`src/design/ubg_pkg.sv`:
```
// Shared constants of the baud generator and direction enable block
`default_nettype none
package ubg_pkg;
    // Clock source select codes
    localparam logic [1:0] SRC_PERIPH     = 2'h0;
    localparam logic [1:0] SRC_PERIPH_DIV = 2'h1;
    localparam logic [1:0] SRC_EXT_ALT    = 2'h2;
    localparam logic [1:0] SRC_EXTERNAL   = 2'h3;

    // Fixed prescaler applied to the peripheral clock for the divided source
    localparam int unsigned PRESCALE_DIV = 8;

    // Field widths
    localparam int unsigned DIVISOR_W  = 16;
    localparam int unsigned FRACTION_W = 3;
    localparam int unsigned MODE_W     = 4;

    // Operating mode codes
    localparam logic [3:0] MODE_NORMAL    = 4'h0;
    localparam logic [3:0] MODE_SPI_MASTER = 4'he;
    localparam logic [3:0] MODE_SPI_SLAVE = 4'hf;

    // Oversampling ratios, selected by the oversample select bit
    localparam int unsigned OVS_BY16 = 16;
    localparam int unsigned OVS_BY8  = 8;
    localparam int unsigned OVS_W    = 4;

    // Divisor values with special meaning
    localparam logic [15:0] DIVISOR_STOP   = 16'h0000;
    localparam logic [15:0] DIVISOR_BYPASS = 16'h0001;

    // Reset values of the enable state
    localparam logic RX_ENABLE_RST = 1'b0;
    localparam logic TX_ENABLE_RST = 1'b0;
endpackage : ubg_pkg
`default_nettype wire

```
`src/design/ubg_core.sv`:
```
// Baud rate generator and receiver/transmitter enable control of a serial port
//
// Notes on behaviour
// - Source: peripheral clock, clock/8, or serial pin
// - 16-bit divisor; zero divisor stops all ticks except in sync mode with SRC_EXTERNAL source
// - Divisor one bypasses divider, source passes through
// - Async: divided clock samples; baud divides 16/8
// - Fraction adds eighth steps to the divisor
// - Fraction applies only in normal asynchronous mode
// - Sync internal: bit clock is source over divisor
// - Sync SRC_EXTERNAL source: pin is bit clock directly; SRC_EXT_ALT pin is divided
// - Periph source odd divisor still near 50:50
// - Receiver disabled after reset until enabled
// - Transmitter disabled after reset until enabled
// - Directions enable together or independently
// - Soft reset pulses engines, keeps enables and configuration
// - Receiver disable waits for current character end
// - Transmitter disable waits for shift, holding, timeguard
// - Disabled transmitter shows both ready flags low
`default_nettype none
module ubg_core #(
    parameter int unsigned DIV_W    = ubg_pkg::DIVISOR_W,
    parameter int unsigned FRAC_W   = ubg_pkg::FRACTION_W,
    parameter int unsigned PRESCALE = ubg_pkg::PRESCALE_DIV
) (
    input  wire logic              clk_i,
    input  wire logic              nrst_i,
    // Configuration, held steady by software
    input  wire logic [1:0]        clock_source_select_i,
    input  wire logic [DIV_W-1:0]  baud_divisor_i,
    input  wire logic [FRAC_W-1:0] fraction_field_i,
    input  wire logic              oversample_sel_i,
    input  wire logic              sync_mode_i,
    input  wire logic [3:0]        operating_mode_i,
    input  wire logic              clock_output_enable_i,
    // Serial clock pin, input side (asynchronous)
    input  wire logic              serial_clock_i,
    // Command strobes
    input  wire logic              receiver_enable_cmd_i,
    input  wire logic              receiver_disable_cmd_i,
    input  wire logic              receiver_reset_cmd_i,
    input  wire logic              transmitter_enable_cmd_i,
    input  wire logic              transmitter_disable_cmd_i,
    input  wire logic              transmitter_reset_cmd_i,
    // State reported by the receive and transmit engines
    input  wire logic              rx_char_busy_i,
    input  wire logic              tx_shift_busy_i,
    input  wire logic              tx_holding_full_i,
    input  wire logic              tx_timeguard_busy_i,
    // Generated timing enables
    output logic                   sample_tick_o,
    output logic                   baud_tick_o,
    // Serial clock pin, output side
    output logic                   serial_clock_o,
    output logic                   serial_clock_oe_o,
    // Direction control and status
    output logic                   rx_enabled_o,
    output logic                   tx_enabled_o,
    output logic                   rx_soft_reset_o,
    output logic                   tx_soft_reset_o,
    output logic                   tx_holding_free_flag_o,
    output logic                   tx_idle_flag_o
);

    localparam int unsigned PRE_W = $clog2(PRESCALE);

    // Elaboration-time checks on the parameters
    if (DIV_W != ubg_pkg::DIVISOR_W)
    begin : g_bad_div
        $error("divisor width must match the 16-bit divisor field");
    end
    if (FRAC_W != ubg_pkg::FRACTION_W)
    begin : g_bad_frac
        $error("fraction width must give eighth steps");
    end
    if (PRESCALE < 2 || (PRESCALE & (PRESCALE - 1)) != 0)
    begin : g_bad_pre
        $error("prescaler must be a power of two of at least 2");
    end

    // Mode decode
    logic is_spi;
    logic async_normal;
    logic ext_source;
    assign is_spi       = (operating_mode_i == ubg_pkg::MODE_SPI_MASTER)
                       || (operating_mode_i == ubg_pkg::MODE_SPI_SLAVE);
    assign async_normal = !sync_mode_i && !is_spi
                       && (operating_mode_i == ubg_pkg::MODE_NORMAL);
    assign ext_source   = clock_source_select_i[1];

    // Serial clock pin synchroniser; first stage feeds only the second
    logic sck_meta;
    logic sck_sync;
    logic sck_prev;
    always_ff @(posedge clk_i or negedge nrst_i)
    begin
        if (!nrst_i)
        begin
            sck_meta <= 1'b0;
            sck_sync <= 1'b0;
            sck_prev <= 1'b0;
        end
        else
        begin
            sck_meta <= serial_clock_i;
            sck_sync <= sck_meta;
            sck_prev <= sck_sync;
        end
    end

    // Rising edge of the external clock; the partner keeps it slow enough
    logic ext_rise;
    assign ext_rise = sck_sync && !sck_prev;
    // Fixed prescaler for the divided peripheral clock source
    logic [PRE_W-1:0] pre_cnt;
    logic             pre_tick;
    always_ff @(posedge clk_i or negedge nrst_i)
    begin
        if (!nrst_i)
            pre_cnt <= '0;
        else
            pre_cnt <= pre_cnt + 1'b1;
    end
    assign pre_tick = (pre_cnt == PRE_W'(PRESCALE - 1));

    // Source enable: one pulse per period of the selected source
    logic src_tick;
    always_comb
    begin
        case (clock_source_select_i)
            ubg_pkg::SRC_PERIPH:     src_tick = 1'b1;
            ubg_pkg::SRC_PERIPH_DIV: src_tick = pre_tick;
            default:                 src_tick = ext_rise;
        endcase
    end

    // Fractional accumulator decides whether this period is one longer
    logic [FRAC_W-1:0] frac_acc;
    logic [FRAC_W:0]   frac_sum;
    logic              frac_extra;
    assign frac_sum   = {1'b0, frac_acc} + {1'b0, fraction_field_i};
    assign frac_extra = async_normal && (fraction_field_i != '0)
                     && frac_sum[FRAC_W];

    // Divider period in source ticks, stretched by one on a fraction carry
    logic [DIV_W:0] period;
    logic [DIV_W:0] half;
    assign period = {1'b0, baud_divisor_i} + {{DIV_W{1'b0}}, frac_extra};
    assign half   = {2'b00, baud_divisor_i[DIV_W-1:1]};

    logic div_stop;
    logic div_bypass;
    assign div_stop   = (baud_divisor_i == ubg_pkg::DIVISOR_STOP);
    assign div_bypass = (baud_divisor_i == ubg_pkg::DIVISOR_BYPASS)
                     && !frac_extra;

    // Divider counter over source ticks
    logic [DIV_W:0] div_cnt;
    logic           div_end;
    logic           div_tick;
    assign div_end  = (div_cnt >= period - 1'b1);
    assign div_tick = src_tick && !div_stop && (div_bypass || div_end);
    always_ff @(posedge clk_i or negedge nrst_i)
    begin
        if (!nrst_i)
        begin
            div_cnt  <= '0;
            frac_acc <= '0;
        end
        else if (div_stop || div_bypass)
            div_cnt <= '0;
        else if (src_tick)
        begin
            if (div_end)
            begin
                div_cnt  <= '0;
                frac_acc <= async_normal ? frac_sum[FRAC_W-1:0] : '0;
            end
            else
                div_cnt <= div_cnt + 1'b1;
        end
    end
    // Oversampling divider: baud tick every 16 or 8 sample ticks; unused in sync and SPI modes
    localparam int unsigned OVS_W_L = ubg_pkg::OVS_W;
    logic [OVS_W_L-1:0] ovs_cnt;
    logic [OVS_W_L-1:0] ovs_last;
    assign ovs_last = oversample_sel_i ? OVS_W_L'(ubg_pkg::OVS_BY8 - 1)
                                       : OVS_W_L'(ubg_pkg::OVS_BY16 - 1);
    always_ff @(posedge clk_i or negedge nrst_i)
    begin
        if (!nrst_i)
            ovs_cnt <= '0;
        else if (sync_mode_i || is_spi || div_stop)
            ovs_cnt <= '0;
        else if (div_tick)
            ovs_cnt <= (ovs_cnt >= ovs_last) ? '0 : ovs_cnt + 1'b1;
    end
    // Tick outputs registered so they line up with the data flops downstream
    logic sync_ext;
    assign sync_ext = sync_mode_i && (clock_source_select_i == ubg_pkg::SRC_EXTERNAL);
    always_ff @(posedge clk_i or negedge nrst_i)
    begin
        if (!nrst_i)
        begin
            sample_tick_o <= 1'b0;
            baud_tick_o   <= 1'b0;
        end
        else if (sync_ext)
        begin
            sample_tick_o <= ext_rise;
            baud_tick_o   <= ext_rise;
        end
        else if (sync_mode_i || is_spi)
        begin
            sample_tick_o <= div_tick;
            baud_tick_o   <= div_tick;
        end
        else
        begin
            sample_tick_o <= div_tick;
            baud_tick_o   <= div_tick && (ovs_cnt >= ovs_last);
        end
    end
    // Serial clock output toggles at mid and end of each divider period.
    // With a peripheral source the half point is counted in clock cycles,
    // so odd divisors stay within one cycle of 50:50; slower sources need
    // an even divisor from software.
    logic half_hit;
    assign half_hit = src_tick && !div_stop && !div_bypass
                   && (half != '0) && (div_cnt == half - 1'b1);
    always_ff @(posedge clk_i or negedge nrst_i)
    begin
        if (!nrst_i)
            serial_clock_o <= 1'b0;
        else if (!sync_mode_i)
            serial_clock_o <= 1'b0;
        else if (div_tick || half_hit)
            serial_clock_o <= !serial_clock_o;
    end
    // Drive the pin only as clock master from an internal source
    always_ff @(posedge clk_i or negedge nrst_i)
    begin
        if (!nrst_i)
            serial_clock_oe_o <= 1'b0;
        else
            serial_clock_oe_o <= sync_mode_i && clock_output_enable_i && !ext_source;
    end
    // Receiver enable with deferred disable
    logic rx_dis_pending;
    always_ff @(posedge clk_i or negedge nrst_i)
    begin
        if (!nrst_i)
        begin
            rx_enabled_o   <= ubg_pkg::RX_ENABLE_RST;
            rx_dis_pending <= 1'b0;
        end
        else if (receiver_reset_cmd_i)
            rx_dis_pending <= 1'b0;
        else if (receiver_disable_cmd_i || rx_dis_pending)
        begin
            // Current character must finish before reception stops
            if (rx_char_busy_i && rx_enabled_o)
                rx_dis_pending <= 1'b1;
            else
            begin
                rx_enabled_o   <= 1'b0;
                rx_dis_pending <= 1'b0;
            end
        end
        else if (receiver_enable_cmd_i)
            rx_enabled_o <= 1'b1;
    end
    // Transmitter enable with deferred disable
    logic tx_dis_pending;
    logic tx_drained;
    assign tx_drained = !tx_shift_busy_i && !tx_holding_full_i && !tx_timeguard_busy_i;
    always_ff @(posedge clk_i or negedge nrst_i)
    begin
        if (!nrst_i)
        begin
            tx_enabled_o   <= ubg_pkg::TX_ENABLE_RST;
            tx_dis_pending <= 1'b0;
        end
        else if (transmitter_reset_cmd_i)
            tx_dis_pending <= 1'b0;
        else if (transmitter_disable_cmd_i || tx_dis_pending)
        begin
            // Both shift and holding characters, then the timeguard, first
            if (!tx_drained && tx_enabled_o)
                tx_dis_pending <= 1'b1;
            else
            begin
                tx_enabled_o   <= 1'b0;
                tx_dis_pending <= 1'b0;
            end
        end
        else if (transmitter_enable_cmd_i)
            tx_enabled_o <= 1'b1;
    end
    // Soft reset pulses to the engines; configuration inputs are untouched
    always_ff @(posedge clk_i or negedge nrst_i)
    begin
        if (!nrst_i)
        begin
            rx_soft_reset_o <= 1'b0;
            tx_soft_reset_o <= 1'b0;
        end
        else
        begin
            rx_soft_reset_o <= receiver_reset_cmd_i;
            tx_soft_reset_o <= transmitter_reset_cmd_i;
        end
    end
    // Transmit status flags, forced low while disabled or in soft reset
    always_ff @(posedge clk_i or negedge nrst_i)
    begin
        if (!nrst_i)
        begin
            tx_holding_free_flag_o <= 1'b0;
            tx_idle_flag_o         <= 1'b0;
        end
        else if (!tx_enabled_o || transmitter_reset_cmd_i)
        begin
            tx_holding_free_flag_o <= 1'b0;
            tx_idle_flag_o         <= 1'b0;
        end
        else
        begin
            tx_holding_free_flag_o <= !tx_holding_full_i;
            tx_idle_flag_o         <= !tx_holding_full_i && !tx_shift_busy_i;
        end
    end
endmodule : ubg_core
`default_nettype wire

```
`config.mk`:
```
export PLATFORM = sky130hd
export DESIGN_NAME = ubg_core
export DESIGN_NICKNAME = d
export VERILOG_FILES = /design/src/design/ubg_pkg.sv /design/src/design/ubg_core.sv
export SDC_FILE = /design/constraint.sdc
export NUM_CORES = 1
export LEC_CHECK = 0
export ABC_AREA = 1
export BUFFER_PORTS_ARGS = -buffer_cell sky130_fd_sc_hd__buf_2
export CORE_MARGIN = 2
export CORE_UTILIZATION = 62
export DETAILED_ROUTE_END_ITERATION = 8
export PLACE_DENSITY = 0.85
export SYNTH_ARGS = -nofsm -noshare
export SYNTH_HDL_FRONTEND = slang
export SYNTH_SLANG_ARGS = --single-unit
```
`constraint.sdc`:
```
create_clock -name clk_i -period 9.5 [get_ports clk_i]
set_input_delay 1.9 -clock clk_i [delete_from_list [all_inputs] [get_ports clk_i]]
set_output_delay 1.9 -clock clk_i [all_outputs]
set_load 0.05 [all_outputs]
```
==> summary by stage, run 1 <==
Power and ir drop
Dividing total power by cell area gives a power density of 154 nW/µm². The switching power of the nets is 0.264 mW. The portion of total power attributed to combinational logic is just over 40%. The worst-case IR drop observed on VDD is 0.142 mV. The sequential share of power is 40.3%. Per report_power, the clock group accounts for 18.7% of the total. The internal portion of the total power is ~0.36 mW.

Of the total power, the share spent switching nets is 42.4%. For this design the static power due to leakage is 2.06 nW.

Worst setup path
The largest fanout on the critical path is 9. The startpoint identified for the worst register-to-register timing path is frac_acc[2]. The endpoint identified for the worst register-to-register timing path is div_cnt[8]. The worst setup path is captured at a flop. The critical path is of the in2reg type. For the worst flop-to-flop path, the logic depth is 21. The critical path starts at fraction_field_i[2]. The startpoint class of the critical path is an input port. The worst path required time is 9.71 ns.

STA puts the critical path data arrival time at 5.55 ns. The flop-to-flop setup slack is 5.50 ns.

Timing
The hold violation count in the final report is 0. The transition time at the pin with the least slew margin is about 0.92 ns. The final setup violation count is 0.

Setup repair after global routing left no endpoint under its margin. The upper clock frequency limit is about 190 MHz. The largest clock skew in the final design is 0.00737 ns. The relative slew slack is approximately 39%. The worst path uses 56.2% of the clock period. The total negative setup slack is 0 ns. The count of final max-slew check failures was 0.

The worst slack on hold paths is around 0.36 ns. Subtracting the final worst setup slack from the clock period gives roughly 5.3 ns.

Logic synthesis
During synthesis, Yosys emitted a total of 0 warnings. The mapped netlist covers 3620 µm². The fraction of registers with async set or reset after synthesis is 100%.

The post-synthesis register bit count is 42. The sequential cell area fraction in the yosys report is between 20 and 30%. The number of nets in the synthesized netlist is 569.

The number of distinct library cells after synthesis is 42. The cell count after synthesis is 498. For this run, the leading register cell type out of synthesis is sky130_fd_sc_hd__dfrtp_1. In this run, synthesis inferred 0 flip-flops with an integrated enable.

Each instance of the synthesized netlist takes up on average 7.27 µm².

Cells and area
The fill cell instance count of the final layout is 473. The area growth from synthesis to final layout is 11.5%. Once layout is done, the placed cells without fillers occupy 4040 µm². The total inserted antenna cells is 0. The number of nets at the end of the flow is 624. Excluding fillers, the count of instances in the completed layout stands at ~630. In the final layout, the share of cells above drive strength 1 is approximately 17%.

Run
The total of max-cap violations is 0.

Global routing
The wire length of the first global-routing pass is ~15,000 µm. The global-route total usage across every layer is about 30%. The via count of the first global-routing pass was around 3,300. Entering global routing, the biggest net connects 43 pins. The total overflow reported by the global router is 0. The initial antenna violation count is 0.

Worst hold path
The end point of the most critical hold path is sck_sync. The path class of the lowest-slack min-delay path is reg2reg. The beginning of the worst hold path is sck_meta. The worst hold path passes through 0 cells.

Routing
The via-per-instance ratio is about 5.5. For this run, design rule violations remaining after detail routing come to 0. The remaining antenna violation count is 0. The via count of the routed design is about 3,500.

The first detailed-routing pass ran for 5 iterations. After detailed routing, the average wire length per cell comes to 14.4 µm. The violation count after the first detailed-route iteration is approximately 210. The total wirelength of the detailed-routed design is around 9000 µm.

Floorplan
Once the floorplan was initialized, standard cells occupied 65.0% of the core. The core region area is 5570 µm². The die outline height is 80.4 µm. The number of top-level design ports is just over 50. The die footprint is 6470 µm².

The die boundary width is between 80 and 90 µm. The count of standard-cell rows is 27.

Placement
Summing all placed instances gives a cell area of ~3900 µm². Routability-driven placement finished with a final weighted congestion of 0.871. Detailed placement finished with a half-perimeter wire length of 7250 µm. The total placed cells including tap cells is 618. The quantity of I/O buffers inserted on ports is 50.

CTS
Buffers inserted during clock tree synthesis total 5. After clock tree synthesis, the clock-pin slew on the worst setup and hold paths is 0.08 ns. Clock tree synthesis selected as its root buffer the cell sky130_fd_sc_hd__clkbuf_8. Counting along the longest clock path gives a buffer depth of 2. The H-tree depth reported by CTS is 2.

The buffer count from post-CTS setup fixing is 0. The number of buffers added to fix hold violations after cts is 0. The insertion delay of the later-clocked pin in the worst-skew pair is 0.29 ns. The tree built by TritonCTS fans out to 42 sinks. The number of gates resized after CTS was 0. TritonCTS built the clock tree.

Status
The run finished with clean final reports.
==> synthesized netlist by cell type, types with 8 or more instances <==
master / count / area, µm²
sky130_fd_sc_hd__nand2_1: 123 / 462
sky130_fd_sc_hd__nor2_1: 63 / 236
sky130_fd_sc_hd__inv_1: 61 / 229
sky130_fd_sc_hd__dfrtp_1: 42 / 1050
sky130_fd_sc_hd__nand3_1: 34 / 170
sky130_fd_sc_hd__xor2_1: 30 / 263
sky130_fd_sc_hd__ha_1: 29 / 363
sky130_fd_sc_hd__o21ai_0: 16 / 80.1
sky130_fd_sc_hd__a21oi_1: 15 / 75.1
sky130_fd_sc_hd__xnor2_1: 11 / 96.3
sky130_fd_sc_hd__nand4_1: 9 / 56.3
sky130_fd_sc_hd__nand2_2: 8 / 50.1
==> metrics by stage <==
| step | util [%] | power, mW | setup slack [ns] |
|---|---|---|---|
| 2_1_floorplan | - | 0.431 | 4.56 |
| 3_3_place_gp | 70.8 | 0.493 | 4.16 |
| 3_5_place_dp | 70.8 | 0.505 | 3.96 |
| 4_1_cts | 72.4 | 0.623 | 4.19 |
| 5_1_grt | 72.4 | 0.668 | 3.92 |
| 6_report | 72.4 | 0.623 | 4.16 |
==> how the worst max path moves through the flow <==
| stage | to | slack, ns | depth (start not counted) |
|---|---|---|---|
| global placement | div_cnt[8] | 4.16 | 22 |
| floorplan | div_cnt[6] | 4.56 | 22 |
| finish | div_cnt[8] | 4.16 | 22 |
| detailed placement | div_cnt[8] | 3.96 | 22 |
| global route | ovs_cnt[0] | 3.92 | 24 |
| CTS | div_cnt[8] | 4.19 | 22 |
==> per-layer routing <==
layer,vias up,global-route usage (%),part of all wire (%)
met1,1595,35.1,40
li1,1709,-,-
met4,0,11.2,3.0
met3,22,2.58,5.7
met2,131,54.8,51
met5,-,0,0
==> state kept, by name, indices dropped and copies added, names as in the netlist, 3 cells and up <==
| name | cells |
|---|---|
| div_cnt | 17 |
| ovs_cnt | 4 |
| pre_cnt | 3 |
| frac_acc | 3 |
==> cell usage in the layout (no fill, tap or decap), drive strengths merged <==
cell	Yosys	final
a21oi	16	16
a31oi	1	1
and2	3	3
buf	2	50
clkbuf	0	7
clkinv	1	2
dfrtp	42	42
fa	1	1
ha	29	29
inv	63	63
nand2	133	133
nand3	38	38
nand3b	3	3
nand4	10	10
nor2	75	75
nor3	8	8
nor4	2	2
nor4b	1	1
o211ai	1	1
o21a	2	2
o21ai	19	19
o21bai	1	1
o22ai	1	1
o31ai	3	3
or2	2	2
xnor2	11	11
xor2	30	30
==> logic make-up after synthesis <==
group / after synthesis / share of synthesized area (%)
buf+inv: 66 / 7.22
compound gates: 44 / 7.05
fa+ha+maj: 30 / 10.6
flops: 42 / 29.0
xor+xnor: 41 / 9.92
simple gates: 275 / 36.2
==> layout make-up <==
class,instances,area [µm²],area share [%]
Clock buffer,7,86.3,2.14
Timing Repair Buffer,50,250,6.20
Tap cell,72,90.1,2.23
Sequential cell,42,1050,26.0
Multi-Input combinational cell,390,2310,57.2
Inverter,64,245,6.08
Clock inverter,1,5.00,0.124
==> worst max-delay path: stages <==
cell                      delay [ns]
sky130_fd_sc_hd__buf_2          0.11
sky130_fd_sc_hd__ha_1           0.33
sky130_fd_sc_hd__a21oi_1        0.18
sky130_fd_sc_hd__nand2_1        0.12
sky130_fd_sc_hd__nand3_4        0.11
sky130_fd_sc_hd__ha_1           0.24
sky130_fd_sc_hd__ha_1           0.21
sky130_fd_sc_hd__inv_1          0.08
sky130_fd_sc_hd__nor3_1         0.38
sky130_fd_sc_hd__nand2_1        0.12
sky130_fd_sc_hd__xor2_1         0.16
sky130_fd_sc_hd__ha_1           0.29
sky130_fd_sc_hd__nand2_1        0.06
sky130_fd_sc_hd__nand2_1        0.04
sky130_fd_sc_hd__nand2_1        0.05
sky130_fd_sc_hd__nand2_1        0.05
sky130_fd_sc_hd__a21oi_1        0.16
sky130_fd_sc_hd__nand4_2        0.21
sky130_fd_sc_hd__inv_2          0.14
sky130_fd_sc_hd__nand2_2        0.10
sky130_fd_sc_hd__o21a_1         0.32
sky130_fd_sc_hd__nor2_1         0.19
==> power groups by stage <==
stage | clock network [mW] | logic, mW | registers (mW)
after floorplan | 0 | 0.172 | 0.260
final | 0.116 | 0.256 | 0.251
after detailed placement | 0 | 0.253 | 0.253
after global placement | 0 | 0.241 | 0.252
after CTS | 0.119 | 0.255 | 0.250
after global routing | 0.127 | 0.287 | 0.254
(Power assumes the default switching activity.)
==> inputs of run 2 (changes only) <==
--- a/config.mk
+++ b/config.mk
@@ -8,9 +8,9 @@
 export ABC_AREA = 1
 export BUFFER_PORTS_ARGS = -buffer_cell sky130_fd_sc_hd__buf_2
 export CORE_MARGIN = 2
-export CORE_UTILIZATION = 62
+export CORE_UTILIZATION = 53
 export DETAILED_ROUTE_END_ITERATION = 8
-export PLACE_DENSITY = 0.85
+export PLACE_DENSITY = 0.78
 export SYNTH_ARGS = -nofsm -noshare
 export SYNTH_HDL_FRONTEND = slang
 export SYNTH_SLANG_ARGS = --single-unit
==> constraint.sdc (replaced) <==
create_clock -name clk_i -period 4.4 [get_ports clk_i]
set_input_delay 0.88 -clock clk_i [delete_from_list [all_inputs] [get_ports clk_i]]
set_output_delay 0.88 -clock clk_i [all_outputs]
set_load 0.05 [all_outputs]
==> run 2 against run 1 <==
Effect of this change: count of clock-buffer cells in the layout stayed put; critical path type unchanged; critical endpoint unchanged; global-route usage is 5.3 points lower; clock skew is 0.0041 ns higher; final area is 0.74% higher; combinational power is 110% higher; wire length is 6.6% lower; critical path depth stayed put; sequential cell count stayed put; die area is 16% higher; via count is 3.0% lower; core utilization is 12 points lower.
==> summary by stage, run 2 (synthesis results as in run 1) <==
Status
The run finished with clean final reports.

Worst setup path
For this run, the slowest stage of the critical path takes 0.35 ns. The highest-delay cell along the critical path is sky130_fd_sc_hd__o21a_1. At the worst endpoint, the arrival time is 4.23 ns. Following the worst setup path forward leads to its endpoint at div_cnt[8].

The critical path goes through buf_2 -> ha_1 -> a21oi_1 -> nand2_1 -> nand3_4 -> ha_1 -> ha_1 -> inv_1 -> nor2_1 -> nand2_1 -> xor2_1 -> ha_1 -> nand2_1 -> nor2_1 -> nand2_1 -> inv_1 -> nand4_1 -> nand4_2 -> inv_2 -> nand2_2 -> o21a_1 -> nor2_1. The startpoint class of the critical path is an input port. Across all register-to-register paths, the minimum setup slack is 0.66 ns. The endpoint identified for the worst register-to-register timing path is div_cnt[8]. In this run the critical register-to-register path is launched from frac_acc[2]. The number of buffers and inverters on the critical path is 4. The nature of the critical path endpoint is a flop.

The largest fanout on the critical path is 9. Counting buffers and inverters, the worst setup path is 22 cells deep. The kind of cell with the highest combined delay along the critical path is simple AND/OR/NAND/NOR gates.

The startpoint of the worst setup timing path is fraction_field_i[2]. Measured in cells, the most critical reg-to-reg path has a length of 21. The critical path in this run is classified as in2reg.

The worst path required time is between 4 and 5 ns.

Routing
The total wirelength of the detailed-routed design is ~8400 µm. In this run the remaining antenna-violating nets after routing total 0. The post-detailed-route wirelength per cell is between 10 and 15 µm.

The number of iterations in the first detailed-routing pass is 4. Summing over every cut layer, the via total after detailed routing is 3,354. The violation count after the first detailed-route iteration is 166. The number of remaining DRC errors is 0.

The via-per-instance ratio is 5.27.

Timing
The tightest hold path in the finished design has a slack of 0.364 ns. At the pin with the least slew margin, the transition time is 0.909 ns. The largest clock skew in the final design is 0.0115 ns. Summed over all failing endpoints, the final setup total negative slack is 0 ns. The count of final max-slew check failures is 0.

The worst-case setup margin in the final layout is 0.351 ns. In this run the tightest slew margin relative to its limit is 39.4%. The final setup violation count is 0. Setup repair after global routing left no endpoint under its margin. Based on the critical path, the design can be clocked at up to between 200 and 250 MHz. Dividing the final minimum period by the clock period gives between 90 and 100%.

The hold violation count in the final report is 0. The smallest clock period supported by the final layout is computed as 4.05 ns.

Power and ir drop
The maximum ir drop on the vdd rail is about 0.23 mV. The power density over the cells is 331 nW/µm². The static leakage power is 2.07 nW.

CTS
The clock tree synthesis step divided the H-tree into 2 levels. Counting along the longest clock path gives a buffer depth of 2. The root buffer cell is sky130_fd_sc_hd__clkbuf_8.

The insertion delay of the later-clocked pin in the worst-skew pair is between 0.3 and 0.4 ns. The buffer count from post-CTS setup fixing is 0. TritonCTS built the clock tree.

The number of CTS-inserted buffers is 5. Clock tree synthesis found a total of 42 sinks. The clock transition at the register clock pins on the worst setup and hold paths after CTS is 0.08 ns.

Global routing
The wire length of the first global-routing pass is 14,400 µm. Entering global routing, the biggest net connects 43 pins. The via count of the first global-routing pass came to 3,240. The initial antenna violation count is 0. Global routing finished with a remaining overflow of 0. The global-route total usage across every layer is 24.2%.

Cells and area
The largest registers in the layout are div_cnt: 17 flops, ovs_cnt: 4 flops. The area used by multi-input combinational logic is 2310 µm². The top cell types in the final layout, fill and taps aside, are 123 x sky130_fd_sc_hd__nand2_1, 63 x sky130_fd_sc_hd__nor2_1, 61 x sky130_fd_sc_hd__inv_1. div_cnt holds more flip-flops than any other register. The register with the most flip-flops in the layout has 17 of them.

The total inserted antenna cells is 0. The filler cells instantiated in the layout total 582. Summing all flip-flop and latch instances after layout gives 1050 µm².

The fraction of the core area covered by cells at the end of the flow is 60.5%. The most frequent standard cell in the layout excluding fill and tap cells is sky130_fd_sc_hd__nand2_1. The area growth from synthesis to final layout is 12.3%.

The design area is ~4100 µm². The number of nets at the end of the flow is between 600 and 700. The fraction of layout instances using a drive strength above 1 is 17.3%.

Run
The total of max-cap violations is 0.

Placement
During placement, the flow inserted port buffers numbering 50. Before CTS, the worst setup slack after placement is -0.0253 ns. The area of placed instances is 3970 µm². Once detailed placement completed, the half-perimeter wirelength came to 6790 µm.

The congestion estimate from routability-driven global placement came to around 0.93.

Floorplan
For this configuration, the core starts out at a cell density of 53.9%. The die footprint is ~7500 µm². The number of top-level design ports is 51.

The die outline height is between 80 and 90 µm. The core region area is 6720 µm². The die is 86.7 µm wide. The floorplan has 30 rows.

Worst hold path
In this run the worst hold path is classified as reg2reg.
==> run 2: changes by cell type in the layout (fill, tap and decap cells not counted), sizes merged <==
| cell | previous run | this run |
|---|---|---|
| buf | 50 | 52 |
==> run 2: worst min-delay path by stage <==
stage	cells past startpoint	slack (ns)	endpoint	startpoint
6_report	0	0.36	sck_sync	sck_meta
4_1_cts	0	0.36	sck_sync	sck_meta
2_1_floorplan	0	0.33	sck_sync	sck_meta
3_5_place_dp	0	0.34	sck_sync	sck_meta
3_3_place_gp	0	0.33	sck_sync	sck_meta
5_1_grt	0	0.38	sck_sync	sck_meta
==> run 2: layout make-up <==
type | instances | share of cell area [%]
clock buffers | 7 | 2.12
clock inverters | 1 | 0.123
inverters | 64 | 6.03
multi-input cells | 390 | 56.9
flip-flops and latches | 42 | 25.8
well taps | 80 | 2.46
repair buffers | 52 | 6.52
==> run 2: routing by layer <==
metal | routed length, µm | track usage (%) | vias up
met5 | 0 | 0 | -
met4 | 186 | 8.52 | 0
met3 | 406 | 3.62 | 19
met2 | 4010 | 41.5 | 98
met1 | 3810 | 31.1 | 1527
li1 | - | - | 1710
==> run 2: worst reg2reg max path: cells and delay by family (launching register included) <==
kind                     cells  cell delay, ns
AO/OA/AOI/OAI                2            0.52
adder cells (fa/ha/maj)      4            1.05
XOR/XNOR                     1            0.16
buffers and inverters        3            0.21
AND/OR/NAND/NOR             11            1.29
flip-flops                   1            0.39
==> run 2: what timing repair did <==
| item | CTS | global route |
|---|---|---|
| hold endpoints to repair | 0 | 0 |
| hold buffers | 0 | 0 |
| endpoints found under the setup margin | 0 | 4 |
| resized for setup | 0 | 1 |
==> run 2: report_power, final <==
part / switching, mW / leakage [nW] / total (mW) / internal [mW]
Clock: 0.133 / 0.0482 / 0.259 / 0.127
Sequential: 0.0904 / 0.553 / 0.541 / 0.451
Combinational: 0.342 / 1.47 / 0.544 / 0.202
==> run 2: per-stage QoR <==
step | instances | power, mW
after global placement | 628 | 1.07
after global routing | 636 | 1.46
after detailed placement | 628 | 1.09
final | 636 | 1.34
after floorplan | 498 | 0.931
after CTS | 636 | 1.35
==> inputs of run 3 (changes only) <==
--- a/config.mk
+++ b/config.mk
@@ -6,11 +6,12 @@
 export NUM_CORES = 1
 export LEC_CHECK = 0
 export ABC_AREA = 1
+export ABC_CLOCK_PERIOD_IN_PS = 4400
 export BUFFER_PORTS_ARGS = -buffer_cell sky130_fd_sc_hd__buf_2
 export CORE_MARGIN = 2
-export CORE_UTILIZATION = 53
+export CORE_UTILIZATION = 50
 export DETAILED_ROUTE_END_ITERATION = 8
-export PLACE_DENSITY = 0.78
+export PLACE_DENSITY = 0.74
 export SYNTH_ARGS = -nofsm -noshare
 export SYNTH_HDL_FRONTEND = slang
 export SYNTH_SLANG_ARGS = --single-unit
==> run 3 against run 2 <==
Effect of this change: worst setup slack worse by 0.020 ns; worst hold slack hardly changed; largest power group unchanged; sequential share of layout area is 0.45 points lower; final area is 1.8% higher; die area is 5.7% higher; critical path type unchanged; core utilization is 2.5 points lower; non-clock buffer count is 3 higher; sequential power hardly changed.
==> summary by stage, run 3 (synthesis results as in run 1) <==
Placement
Port buffering added 50 buffers. At the placement stage, the worst setup path has a slack of 0.0953 ns. Detailed placement finished with a half-perimeter wire length of 7220 µm. The weighted congestion reported at the end of routability-driven placement is between 0.9 and 1. The total placed cells including tap cells is 650.

CTS
The root buffer cell is sky130_fd_sc_hd__clkbuf_8. In this run, CTS created clock tree buffers numbering 5. Post-CTS timing repair inserted 0 buffers for setup.

The clock transition at the register clock pins on the worst setup and hold paths after CTS is 0.08 ns. Buffers inserted to repair hold after CTS numbered 0. The clock sink count is 42. The H-tree depth reported by CTS is 2. In this run, post-CTS repair resized a total of 0 instances. TritonCTS built the clock tree. The clock passes through at most 2 buffers. The later pin in the worst-skew pair is clocked with a latency of 0.30 ns.

Cells and area
In the layout the commonest cells are 123 x sky130_fd_sc_hd__nand2_1, 63 x sky130_fd_sc_hd__nor2_1, 61 x sky130_fd_sc_hd__inv_1. For this run, the share of the core covered by cells in the final layout is ~58%. The register with the most flip-flops in the final layout is div_cnt. The register with the most flip-flops in the layout has 17 of them. The number of non-filler instances in the completed layout is 658.

The layout has 717 filler cells. The number of nets at the end of the flow is 629. The number of antenna diodes in the final layout is 0. The fraction of layout instances using a drive strength above 1 is 17.5%. The area growth from synthesis to final layout is 14.3%. The most frequent standard cell in the layout excluding fill and tap cells is sky130_fd_sc_hd__nand2_1. The largest registers in the layout are div_cnt: 17 flops, ovs_cnt: 4 flops.

Timing
The worst-case setup margin in the final layout is 0.331 ns. In the final timing run, aggregate negative setup slack is 0 ns. Derived from the worst setup path, the maximum achievable clock frequency is roughly 250 MHz. The relative slew slack is 36.8%.

Setup repair after global routing left no endpoint under its margin. The hold violation count in the final report came to 0. The final setup violation count is 0. Of the available clock period, the critical path in the final layout requires between 90% and 100%. The worst path needs 4.07 ns of the cycle, external delays included. The largest clock skew in the final design is 0.00710 ns. At the pin with the least slew margin, the transition time is around 0.95 ns. The count of final max-slew check failures was 0.

Global routing
The via count of the first global-routing pass is ~3,400. The largest net degree at the start of global routing is between 40 and 50. The total overflow reported by the global router is 0. The initial antenna violation count came to 0. The global-route total usage across every layer is 24.0%. The first global-routing pass estimated 14,700 µm of wire.

Floorplan
During I/O placement, the number of pins put on the boundary was between 50 and 60. For this configuration, the core starts out at a cell density of 50.7%. Measured along the y axis, the die boundary spans slightly below 90 µm. The die boundary width is ~90 µm. The die covers 7940 µm². The floorplan has 31 rows. The core region area is approximately 7000 µm².

Worst hold path
The worst hold path belongs to the class reg2reg. The worst hold path begins at sck_meta.

Worst setup path
The worst path required time is 4.63 ns. The classification of the worst setup path is in2reg. Walking the worst path, the cells encountered are buf_2 -> ha_1 -> a21oi_1 -> nand2_1 -> nand3_4 -> ha_1 -> ha_1 -> inv_1 -> nor2_1 -> nand2_1 -> xor2_1 -> ha_1 -> a21oi_1 -> nand2_1 -> a21oi_1 -> nand4_2 -> inv_2 -> nand2_2 -> o21a_1 -> buf_12 -> nor2_1. The startpoint of the worst setup timing path is fraction_field_i[2].

The worst stage delay on the critical path is ~0.33 ns. Data on the critical path arrives at its endpoint at 4.30 ns. The worst setup path is captured at a flop. Along the worst path, the maximum fanout reaches 9. The start of the worst register-to-register path is frac_acc[2]. The most prevalent standard cell on the critical path is sky130_fd_sc_hd__ha_1. The highest-delay cell along the critical path is sky130_fd_sc_hd__ha_1. The startpoint class of the critical path is an input port.

Power and ir drop
The total power consumption of the routed design is 1.41 mW. Across the VDD grid, the largest voltage drop is about 0.22 mV. In this run the power density over the cells is 341 nW/µm². The static leakage power is roughly 2.1 nW.

Routing
The via-per-instance ratio is slightly above 5. In the final routed layout, each cell accounts on average for 13.4 µm. The first routing iteration left roughly 180 violations. Across all layers, the routed design uses 3,400 vias. The pre-antenna-repair detailed-routing pass consisted of 4 iterations.

After detailed routing, the number of remaining DRC violations is 0. The remaining antenna violation count is 0. Summed over all layers, the routed wires come to 8850 µm.

Run
The total of max-cap violations is 0.

Status
The run finished with clean final reports.
-- run 3: worst max-delay path: cells and delay by family --
| family | cells | cell delay [ns] |
|---|---|---|
| compound gates | 4 | 0.74 |
| buf+inv | 4 | 0.45 |
| fa+ha+maj | 4 | 1.06 |
| xor+xnor | 1 | 0.16 |
| simple gates | 8 | 1.01 |
-- run 3: power by group --
group	internal, mW	switching, mW	total (mW)
registers	0.451	0.0890	0.540
logic	0.211	0.356	0.567
clock network	0.169	0.136	0.306
total	0.831	0.582	1.41
-- run 3: worst paths after layout --
kind | to | slack (ns) | cells after the start
hold reg to reg | sck_sync | 0.36 | 0
setup reg to reg | div_cnt[8] | 0.62 | 20
setup / recovery | div_cnt[8] | 0.33 | 21
min in group asynchronous | pre_cnt[1] | 0.72 | 1
max in group asynchronous | tx_enabled_o | 3.09 | 1
hold / removal | sck_sync | 0.36 | 0
-- run 3: area by class of cell --
class	instances	area, µm²	share of cell area, %
clock buffers	6	72.6	1.75
clock inverters	2	37.5	0.907
inverters	64	245	5.93
multi-input cells	390	2310	55.8
flip-flops and latches	42	1050	25.4
well taps	99	124	2.99
repair buffers	55	300	7.26
-- run 3: per-stage QoR --
stage	hold WS (ns)	area, µm²
global placement	0.333	4030
global route	0.385	4140
floorplan	0.331	3620
detailed placement	0.338	4030
CTS	0.357	4140
finish	0.364	4140
-- run 3: routing by layer --
metal	global-route usage [%]	wire (µm)	part of all wire [%]
met1	29.2	3900	44
met5	0	0	0
met2	42.2	4260	48
met4	10.3	312	3.5
met3	3.32	374	4.2
